--- config.mk ---
export PLATFORM = sky130hd
export DESIGN_NAME = ssc_cmd_top
export DESIGN_NICKNAME = d
export VERILOG_FILES = /design/src/ssc_pkg.sv /design/src/ssc_crc_if.sv /design/src/ssc_crc8.sv /design/src/ssc_cmd_top.sv
export SDC_FILE = /design/constraint.sdc
export NUM_CORES = 1
export LEC_CHECK = 0
export BUFFER_PORTS_ARGS = -buffer_cell sky130_fd_sc_hd__buf_2
export CAP_MARGIN = 20
export CORE_MARGIN = 5
export CORE_UTILIZATION = 41
export DETAILED_ROUTE_END_ITERATION = 12
export SYNTH_ARGS = -nofsm -noshare
export SYNTH_HDL_FRONTEND = slang
export SYNTH_SLANG_ARGS = --single-unit
--- constraint.sdc ---
create_clock -name ref_clk -period 9.2 [get_ports ref_clk]
set_input_delay 2.3 -clock ref_clk [delete_from_list [all_inputs] [get_ports ref_clk]]
set_output_delay 2.3 -clock ref_clk [all_outputs]
set_load 0.005 [all_outputs]
--- src/ssc_pkg.sv ---
// Shared constants for the single-shot, sleep and checksum command block.
// Assumes a 250 MHz system clock and a 7-bit two-wire bus address.
package ssc_pkg;

    // ----------
    // Command words
    // ----------
    localparam logic [15:0] CMD_MEAS_FULL = 16'h219d;
    localparam logic [15:0] CMD_MEAS_RHT = 16'h2196;
    localparam logic [15:0] CMD_SLEEP = 16'h36e0;
    localparam logic [15:0] CMD_WAKE = 16'h36f6;

    // ----------
    // Checksum properties
    // ----------
    localparam logic [7:0] CRC_POLY = 8'h31;
    localparam logic [7:0] CRC_INIT = 8'hff;
    localparam logic [7:0] CRC_XOR_OUT = 8'h00;

    // ----------
    // Bus and word framing
    // ----------
    localparam logic [6:0] DEV_ADDR_DEF = 7'h10;
    localparam logic [3:0] BITS_PER_BYTE = 4'h8;
    localparam logic [1:0] POS_HI = 2'h0;
    localparam logic [1:0] POS_LO = 2'h1;
    localparam logic [1:0] POS_CRC = 2'h2;
    localparam logic [1:0] LAST_WORD = 2'h2;

    // ----------
    // Timing
    // ----------
    localparam int unsigned CLK_MHZ = 250;
    localparam int unsigned CYC_PER_MS = 1000 * CLK_MHZ;
    localparam int unsigned MEAS_FULL_CYC = 5000 * CYC_PER_MS;
    localparam int unsigned MEAS_RHT_CYC = 50 * CYC_PER_MS;
    localparam int unsigned SLEEP_CYC = 1 * CYC_PER_MS;
    localparam int unsigned WAKE_CYC = 20 * CYC_PER_MS;
    localparam int CNT_W = 31;

endpackage

--- src/ssc_crc_if.sv ---
// Carrier between the command engine and its checksum unit.
// Assumes both ends share one clock.
`timescale 1ns/100ps
`default_nettype none

interface ssc_crc_if;
    logic init;
    logic feed;
    logic [7:0] data;
    logic [7:0] crc;

    modport eng (output init, output feed, output data, input crc);
    modport unit (input init, input feed, input data, output crc);
endinterface // ssc_crc_if

`default_nettype wire

--- src/ssc_crc8.sv ---
// Running CRC-8 over the two bytes of one data word.
// Assumes the engine raises init with the first byte of every word.
`timescale 1ns/100ps
`default_nettype none

module ssc_crc8
    import ssc_pkg::*;
(
    // Clock and reset
    input wire logic ref_clk,
    input wire logic srst,
    // Engine side
    ssc_crc_if.unit cif
);

    // ----------
    // Byte step
    // ----------

    // Folds one byte into the checksum, most significant bit first.
    function automatic logic [7:0] crc8_step(input logic [7:0] c,
                                             input logic [7:0] d);
        logic [7:0] r;
        r = c ^ d;
        for (int i = 0; i < 8; i++)
        begin
            r = r[7] ? ((r << 1) ^ CRC_POLY) : (r << 1);
        end
        return r ^ CRC_XOR_OUT;
    endfunction

    logic [7:0] crc_q;
    logic [7:0] crc_d;

    // A new word restarts from the seed, so no older byte leaks in.
    always_comb
    begin
        crc_d = crc_q;
        if (cif.feed)
        begin
            crc_d = crc8_step(cif.init ? CRC_INIT : crc_q, cif.data);
        end
    end

    // Registers the checksum.
    always_ff @(posedge ref_clk)
    begin
        if (srst)
        begin
            crc_q <= CRC_INIT;
        end
        else
        begin
            crc_q <= crc_d;
        end
    end

    assign cif.crc = crc_q;

endmodule // ssc_crc8

`default_nettype wire

--- src/ssc_cmd_top.sv ---
// Two-wire command handler for single-shot measurement and sleep control.
// Assumes scl and sda arrive synchronous to ref_clk and an outside
// measurement engine that answers meas_start with result_valid.
//
// Overview of operation
// - Command 0x219d starts a full measurement; allowed up to 5000 ms.
// - Command 0x2196 starts humidity and temperature only; up to 50 ms.
// - After humidity-and-temperature-only measurement, gas word reads zero.
// - Command 0x36e0 sends device to sleep; host waits at least 1 ms.
// - Command 0x36f6 wakes device into idle; host waits up to 20 ms.
// - The wake-up transfer is not acknowledged; host accepts that.
// - Each 16-bit data word is followed by an 8-bit checksum.
// - Checksum covers exactly the two bytes just before it.
// - Command words carry no checksum byte.
// - CRC-8, polynomial 0x31, seed 0xff, MSB first, no reflection, xor 0.
// - Checksums guard host-written words and device-returned words alike.
`timescale 1ns/100ps
`default_nettype none

module ssc_cmd_top
    import ssc_pkg::*;
#(
    parameter logic [6:0] DEV_ADDR = DEV_ADDR_DEF,
    parameter int unsigned MEAS_FULL_CYCLES = MEAS_FULL_CYC,
    parameter int unsigned MEAS_RHT_CYCLES = MEAS_RHT_CYC,
    parameter int unsigned SLEEP_CYCLES = SLEEP_CYC,
    parameter int unsigned WAKE_CYCLES = WAKE_CYC
)
(
    // Clock and reset
    input wire logic ref_clk,
    input wire logic srst,
    // Two-wire bus, open drain data
    input wire logic scl_i,
    input wire logic sda_i,
    output var logic sda_o,
    output var logic sda_oe,
    // Measurement engine
    output var logic meas_start,
    output var logic meas_rht_only,
    input wire logic result_valid,
    input wire logic [15:0] gas_word,
    input wire logic [15:0] temp_word,
    input wire logic [15:0] hum_word,
    // Status and host parameter words
    output var logic asleep,
    output var logic busy,
    output var logic [15:0] param_word,
    output var logic param_valid,
    output var logic crc_err
);

    // ----------
    // Bus edge detection
    // ----------
    typedef enum {bs_idle, bs_rx, bs_rx_ack, bs_tx, bs_tx_ack} ssc_bus_t;
    typedef enum {ps_idle, ps_meas, ps_to_sleep, ps_sleep, ps_waking}
        ssc_pwr_t;

    ssc_crc_if cif ();

    ssc_crc8 u_crc (
        .ref_clk(ref_clk),
        .srst(srst),
        .cif(cif)
    );

    logic scl_q, sda_q;
    logic scl_rise, scl_fall, bus_start, bus_stop;

    // Start and stop are data edges while the clock is high.
    assign scl_rise = scl_i & ~scl_q;
    assign scl_fall = ~scl_i & scl_q;
    assign bus_start = scl_i & scl_q & sda_q & ~sda_i;
    assign bus_stop = scl_i & scl_q & ~sda_q & sda_i;

    // ----------
    // Byte engine
    // ----------
    ssc_bus_t bs_q, bs_d;
    ssc_pwr_t ps_q, ps_d;
    logic [7:0] sh_q, sh_d, hi_q, hi_d, rxb;
    logic [3:0] bit_q, bit_d;
    logic first_q, first_d, rd_q, rd_d, ack_q, ack_d, mack_q, mack_d;
    logic cmd_q, cmd_d;
    logic [1:0] pos_q, pos_d, w_q, w_d;
    logic out_q, out_d, oe_q, oe_d;
    logic [15:0] pw_q, pw_d;
    logic pv_d, ce_d, cmd_fire, sleepy, load;
    logic [15:0] cmd_word;
    logic [15:0] res_q [3];
    logic [15:0] txw;
    logic [7:0] txb;

    assign rxb = {sh_q[6:0], sda_i};
    assign cmd_word = {hi_q, rxb};
    assign sleepy = (ps_q == ps_sleep) || (ps_q == ps_to_sleep);
    assign txw = res_q[w_q];
    // Device-returned words carry their checksum as the third byte.
    assign txb = (pos_q == POS_CRC) ? cif.crc :
                 (pos_q == POS_HI) ? txw[15:8] : txw[7:0];

    // Next state of the byte engine.
    always_comb
    begin
        bs_d = bs_q;
        sh_d = sh_q;
        hi_d = hi_q;
        bit_d = bit_q;
        first_d = first_q;
        rd_d = rd_q;
        ack_d = ack_q;
        mack_d = mack_q;
        cmd_d = cmd_q;
        pos_d = pos_q;
        w_d = w_q;
        out_d = out_q;
        oe_d = oe_q;
        pw_d = pw_q;
        pv_d = 1'b0;
        ce_d = 1'b0;
        cmd_fire = 1'b0;
        load = 1'b0;
        cif.init = 1'b0;
        cif.feed = 1'b0;
        cif.data = rxb;
        if (bus_start)
        begin
            bs_d = bs_rx;
            bit_d = 4'h0;
            first_d = 1'b1;
            cmd_d = 1'b1;
            oe_d = 1'b0;
        end
        else if (bus_stop)
        begin
            bs_d = bs_idle;
            oe_d = 1'b0;
        end
        else
        begin
            unique case (bs_q)
                bs_idle:
                begin
                    oe_d = 1'b0;
                end
                bs_rx:
                begin
                    if (scl_rise && bit_q != BITS_PER_BYTE)
                    begin
                        sh_d = rxb;
                        bit_d = bit_q + 4'h1;
                        if (bit_q == BITS_PER_BYTE - 4'h1)
                        begin
                            ack_d = ~sleepy;
                            if (first_q)
                            begin
                                first_d = 1'b0;
                                rd_d = rxb[0];
                                pos_d = POS_HI;
                                w_d = 2'h0;
                                // A sleeping device answers nothing.
                                if (rxb[7:1] != DEV_ADDR || (rxb[0] && sleepy))
                                begin
                                    bs_d = bs_idle;
                                end
                            end
                            else if (cmd_q)
                            begin
                                // Command word, high byte first.
                                if (pos_q == POS_HI)
                                begin
                                    hi_d = rxb;
                                    pos_d = POS_LO;
                                end
                                else
                                begin
                                    cmd_fire = 1'b1; // No checksum follows.
                                    cmd_d = 1'b0;
                                    pos_d = POS_HI;
                                end
                            end
                            else
                            begin
                                // Host-written data word and its checksum.
                                cif.feed = (pos_q != POS_CRC);
                                cif.init = (pos_q == POS_HI);
                                pos_d = (pos_q == POS_CRC) ? POS_HI :
                                        pos_q + 2'h1;
                                if (pos_q == POS_HI)
                                begin
                                    hi_d = rxb;
                                end
                                else if (pos_q == POS_LO)
                                begin
                                    pw_d = {hi_q, rxb};
                                end
                                else if (rxb == cif.crc)
                                begin
                                    pv_d = 1'b1;
                                end
                                else
                                begin
                                    ce_d = 1'b1;
                                    ack_d = 1'b0;
                                end
                            end
                        end
                    end
                    else if (scl_fall && bit_q == BITS_PER_BYTE)
                    begin
                        bs_d = bs_rx_ack;
                        out_d = 1'b0;
                        oe_d = ack_q;
                    end
                end
                bs_rx_ack:
                begin
                    if (scl_fall)
                    begin
                        bit_d = 4'h0;
                        oe_d = 1'b0;
                        bs_d = rd_q ? bs_tx : bs_rx;
                        load = rd_q;
                    end
                end
                bs_tx:
                begin
                    if (scl_fall)
                    begin
                        if (bit_q == BITS_PER_BYTE)
                        begin
                            bs_d = bs_tx_ack;
                            oe_d = 1'b0;
                            pos_d = (pos_q == POS_CRC) ? POS_HI :
                                    pos_q + 2'h1;
                            if (pos_q == POS_CRC)
                            begin
                                w_d = (w_q == LAST_WORD) ? 2'h0 : w_q + 2'h1;
                            end
                        end
                        else
                        begin
                            out_d = sh_q[7];
                            oe_d = ~sh_q[7];
                            sh_d = {sh_q[6:0], 1'b0};
                            bit_d = bit_q + 4'h1;
                        end
                    end
                end
                bs_tx_ack:
                begin
                    if (scl_rise)
                    begin
                        mack_d = ~sda_i;
                    end
                    else if (scl_fall)
                    begin
                        bs_d = mack_q ? bs_tx : bs_idle;
                        load = mack_q;
                    end
                end
            endcase
        end
        // Both ack phases launch the next outgoing byte the same way.
        if (load)
        begin
            cif.data = txb;
            cif.feed = (pos_q != POS_CRC);
            cif.init = (pos_q == POS_HI);
            sh_d = {txb[6:0], 1'b0};
            out_d = txb[7];
            oe_d = ~txb[7];
            bit_d = 4'h1;
        end
    end

    // Registers the byte engine.
    always_ff @(posedge ref_clk)
    begin
        if (srst)
        begin
            scl_q <= 1'b1;
            sda_q <= 1'b1;
            bs_q <= bs_idle;
            sh_q <= 8'h00;
            hi_q <= 8'h00;
            bit_q <= 4'h0;
            first_q <= 1'b0;
            rd_q <= 1'b0;
            ack_q <= 1'b0;
            mack_q <= 1'b0;
            cmd_q <= 1'b0;
            pos_q <= POS_HI;
            w_q <= 2'h0;
            out_q <= 1'b1;
            oe_q <= 1'b0;
            pw_q <= 16'h0000;
            param_valid <= 1'b0;
            crc_err <= 1'b0;
        end
        else
        begin
            scl_q <= scl_i;
            sda_q <= sda_i;
            bs_q <= bs_d;
            sh_q <= sh_d;
            hi_q <= hi_d;
            bit_q <= bit_d;
            first_q <= first_d;
            rd_q <= rd_d;
            ack_q <= ack_d;
            mack_q <= mack_d;
            cmd_q <= cmd_d;
            pos_q <= pos_d;
            w_q <= w_d;
            out_q <= out_d;
            oe_q <= oe_d;
            pw_q <= pw_d;
            param_valid <= pv_d;
            crc_err <= ce_d;
        end
    end

    assign sda_o = out_q;
    assign sda_oe = oe_q;
    assign param_word = pw_q;

    // ----------
    // Power and measurement sequencer
    // ----------
    logic [CNT_W-1:0] cnt_q, cnt_d;
    logic rht_q, rht_d, start_d;
    logic [15:0] res_d [3];

    // Next state of the sequencer and result words.
    always_comb
    begin
        ps_d = ps_q;
        cnt_d = cnt_q;
        rht_d = rht_q;
        start_d = 1'b0;
        res_d = res_q;
        unique case (ps_q)
            ps_idle:
            begin
                if (cmd_fire && cmd_word == CMD_MEAS_FULL)
                begin
                    ps_d = ps_meas;
                    rht_d = 1'b0;
                    start_d = 1'b1;
                    cnt_d = CNT_W'(MEAS_FULL_CYCLES);
                end
                else if (cmd_fire && cmd_word == CMD_MEAS_RHT)
                begin
                    ps_d = ps_meas;
                    rht_d = 1'b1;
                    start_d = 1'b1;
                    cnt_d = CNT_W'(MEAS_RHT_CYCLES);
                end
                else if (cmd_fire && cmd_word == CMD_SLEEP)
                begin
                    ps_d = ps_to_sleep;
                    cnt_d = CNT_W'(SLEEP_CYCLES);
                end
            end
            ps_meas:
            begin
                cnt_d = cnt_q - 1'b1;
                if (result_valid)
                begin
                    res_d[0] = rht_q ? 16'h0000 : gas_word;
                    res_d[1] = temp_word;
                    res_d[2] = hum_word;
                    ps_d = ps_idle;
                end
                else if (cnt_q == '0)
                begin
                    ps_d = ps_idle;
                end
            end
            ps_to_sleep:
            begin
                cnt_d = cnt_q - 1'b1;
                if (cnt_q == '0)
                begin
                    ps_d = ps_sleep;
                end
            end
            ps_sleep:
            begin
                // Wake is heard even though it is never acknowledged.
                if (cmd_fire && cmd_word == CMD_WAKE)
                begin
                    ps_d = ps_waking;
                    cnt_d = CNT_W'(WAKE_CYCLES);
                end
            end
            ps_waking:
            begin
                cnt_d = cnt_q - 1'b1;
                if (cnt_q == '0)
                begin
                    ps_d = ps_idle;
                end
            end
        endcase
    end

    // Registers the sequencer.
    always_ff @(posedge ref_clk)
    begin
        if (srst)
        begin
            ps_q <= ps_idle;
            cnt_q <= '0;
            rht_q <= 1'b0;
            res_q <= '{default: 16'h0000};
            meas_start <= 1'b0;
            meas_rht_only <= 1'b0;
            asleep <= 1'b0;
            busy <= 1'b0;
        end
        else
        begin
            ps_q <= ps_d;
            cnt_q <= cnt_d;
            rht_q <= rht_d;
            res_q <= res_d;
            meas_start <= start_d;
            meas_rht_only <= rht_d;
            asleep <= (ps_d == ps_sleep);
            busy <= (ps_d != ps_idle) && (ps_d != ps_sleep);
        end
    end

endmodule // ssc_cmd_top

`default_nettype wire

==> run metrics <==
nets@finish 1127; complex-gate fraction of the synthesized area 0.170; basic-gate share of the synthesized area counting and, or, nand and nor cells 0.251; Placed Instance Area 0.00922 mm²; total count of max-transition violations in the final report 0; dominant combinational cell family by area after synthesis simple AND/OR/NAND/NOR gates; PnR Total Power 1560 µW; number of synthesized register bits 177; via density per instance 5.54; max_slew headroom 0.259; Initial Util 0.415; maximum capacitance violations 0; nets in the synthesized netlist 1091; proportion of synthesized chip area in sequential cells 0.407; insertion delay of the later-clocked pin in the worst-skew pair 0.44 ns; Die Span Y 156 µm; measured slew at the worst slew-check pin 1.11 ns; maximum fanout encountered on the critical timing path 11; core region area 0.0210 mm²; number of flops mapped to enable cells by yosys 0; clock slew at reported path FFs 0.07 ns; die outline area 0.0242 mm²; xor/xnor cell area share of the yosys netlist 0.0410; share of the clock period used by the worst path 0.538; number of clock sinks 177; power density over the cells 158 mW/mm²; result of the run completed; estimated wirelength of the detail-placed design 15900 µm; # resized after CTS 0; min cycle time layout 4.95 ns; highest ir drop seen on vdd 0.0945 mV; routed length per placed instance 17.1 µm; number of vias in the routed layout 7533; number of iterations in the first detailed-routing pass 6; die outline width 156 µm; Avg Inst Size Synth 8.41 µm²; global placement routability congestion 0.888; final wirelength 23300 µm; share of layout cells above drive strength 1 0.141; global-route wire length before repair 37800 µm; synthesized cell area 0.00870 mm²; critical path start-end classification in -> reg; Fin Setup TNS 0 ns; fraction of synthesis flops using an asynchronous set or reset pin 0; CTS max path bufs 2; number of global-route vias before repair 7276; buffer count from post-CTS setup fixing 0; final antenna diode count 0; standard-cell row count 53; number of distinct library cells after synthesis 71; Clock H-tree levels 4; largest net degree at the start of global routing 71; I/O pin count 77; Layout area overhead 12.8%; Setup-failing EPs final 0; endpoint class of the critical path flip-flop; total of warnings raised by yosys 0; ys flop type sky130_fd_sc_hd__dfxtp_1; share of synthesized cell area in full adder, half adder and majority cells 0.00431; TritonCTS Buffers 17; total non-filler cell area in the finished layout 0.00982 mm²; total grt overflow 0; initial antenna violation count 0; Leakage 0.00407 µW; CTS tree done; class of the worst hold path reg -> reg; fillers 2101; number of instances in the synthesized netlist 1035; achievable clock frequency 0.202 GHz; overall routing resource usage 0.192; multiplexer share of the synthesized area 0.0861; final hold violations 0; Critical Path RT 9.50 ns; count of nets left with antenna violations after detail routing 0; input/output buffers 76; Critical Path Start Type input port; hold-fix buffers at CTS 0; data arrival time of the worst path 5.25 ns; DRC errors left 0; violation count after the first detailed-routing iteration 575; final design utilization 0.469; final-layout worst hold slack 0.460 ns; unrepaired setup endpoints after global routing no; cell at the root of the clock tree sky130_fd_sc_hd__clkbuf_16; Fin Clk Skew 0.00986 ns
## stage by stage
stage,std cells,worst slack (ns)
after global placement,1325,4.04
after detailed placement,1326,3.92
after floorplan,1035,4.51
after CTS,1358,4.40
final,1359,4.25
after global routing,1359,4.13
## routing by layer
layer  GRT usage  wire [µm]
met5           0          0
met4      0.0667        503
met3      0.0372       1010
met2       0.319      11300
met1       0.250      10500
## layout by cell type (no fill, tap or decap), types with 23 or more instances in the layout
cell / count
sky130_fd_sc_hd__a21oi_1: 75
sky130_fd_sc_hd__and2_1: 32
sky130_fd_sc_hd__buf_2: 75
sky130_fd_sc_hd__dfxtp_1: 177
sky130_fd_sc_hd__mux2i_1: 58
sky130_fd_sc_hd__nand2_1: 63
sky130_fd_sc_hd__nor2_1: 158
sky130_fd_sc_hd__nor3_1: 31
sky130_fd_sc_hd__nor4_1: 23
sky130_fd_sc_hd__o21ai_0: 52
## worst max-delay path, cell delays in order
cell and delay (ns):
sky130_fd_sc_hd__buf_2 0.16, sky130_fd_sc_hd__nand2b_1 0.33, sky130_fd_sc_hd__a2111oi_1 0.95, sky130_fd_sc_hd__a22o_1 0.41, sky130_fd_sc_hd__nor3_1 0.08, sky130_fd_sc_hd__a211oi_2 0.36, sky130_fd_sc_hd__xnor3_1 0.46, sky130_fd_sc_hd__mux2i_1 0.13
sky130_fd_sc_hd__nand2_1 0.06
## path summary, 6_finish.rpt
check | startpoint | to | slack [ns] | cells past startpoint
setup reg to reg | bs_q[1]$_SDFFE_PP0P_ | u_crc.cif.crc[1]$_SDFFE_PP1P_ | 5.63 | 8
hold / removal | ps_q[19]$_SDFF_PP0_ | ps_q[19]$_SDFF_PP0_ | 0.46 | 1
setup / recovery | scl_i | u_crc.cif.crc[1]$_SDFFE_PP1P_ | 4.25 | 9
hold reg to reg | ps_q[19]$_SDFF_PP0_ | ps_q[19]$_SDFF_PP0_ | 0.46 | 1
## synth_stat cells, types with 8 or more instances
cell                       instances  area [µm²]
sky130_fd_sc_hd__nand3_1          17        85.1
sky130_fd_sc_hd__dfxtp_1         177        3540
sky130_fd_sc_hd__xor2_1           14         123
sky130_fd_sc_hd__mux2i_1          58         581
sky130_fd_sc_hd__clkbuf_1         57         214
sky130_fd_sc_hd__nand2b_1          9        56.3
sky130_fd_sc_hd__nor3b_1          21         158
sky130_fd_sc_hd__nor3_1           31         155
sky130_fd_sc_hd__a31oi_1          16         100
sky130_fd_sc_hd__o21ai_0          52         260
sky130_fd_sc_hd__nand2_1          63         236
sky130_fd_sc_hd__a22oi_1           9        67.6
sky130_fd_sc_hd__or3_1            14        87.6
sky130_fd_sc_hd__a221oi_1         10        87.6
sky130_fd_sc_hd__a211oi_1          8        60.1
sky130_fd_sc_hd__a21oi_1          75         375
sky130_fd_sc_hd__inv_1            21        78.8
sky130_fd_sc_hd__mux2_2           15         169
sky130_fd_sc_hd__and2_1           32         200
sky130_fd_sc_hd__nor2_1          158         593
sky130_fd_sc_hd__nor4_1           23         144
sky130_fd_sc_hd__xnor2_1          19         166
sky130_fd_sc_hd__nand3b_1          8        60.1
## flip-flops by register name, indices dropped and copies added, names as in the netlist, 3 cells and up
signal	count
bs_q	3
hi_q	8
u_crc.cif.crc	8
ps_q	32
bit_q	4
cnt_q	31
res_q	48
sh_q	8
param_word	16
## final cells by class
type | instances | area [µm²] | share of cell area
Inverter | 21 | 78.8 | 0.00803
Sequential cell | 177 | 3540 | 0.361
Clock buffer | 17 | 425 | 0.0433
Tap cell | 275 | 344 | 0.0350
Clock inverter | 15 | 170 | 0.0173
Timing Repair Buffer | 85 | 448 | 0.0456
Multi-Input combinational cell | 769 | 4810 | 0.490
## power by group
| part | internal, µW | total [µW] | switching (µW) |
|---|---|---|---|
| clock | 367 | 726 | 360 |
| combinational | 21.0 | 55.8 | 34.8 |
| sequential | 768 | 773 | 5.34 |
| total | 1160 | 1560 | 400 |
## cells by family after synthesis
| kind of cell | count (synthesis) |
|---|---|
| compound gates | 229 |
| xor+xnor | 36 |
| fa+ha+maj | 3 |
| buf+inv | 89 |
| flops | 177 |
| mux | 73 |
| simple gates | 428 |
Power figures use the tool's default switching activity.
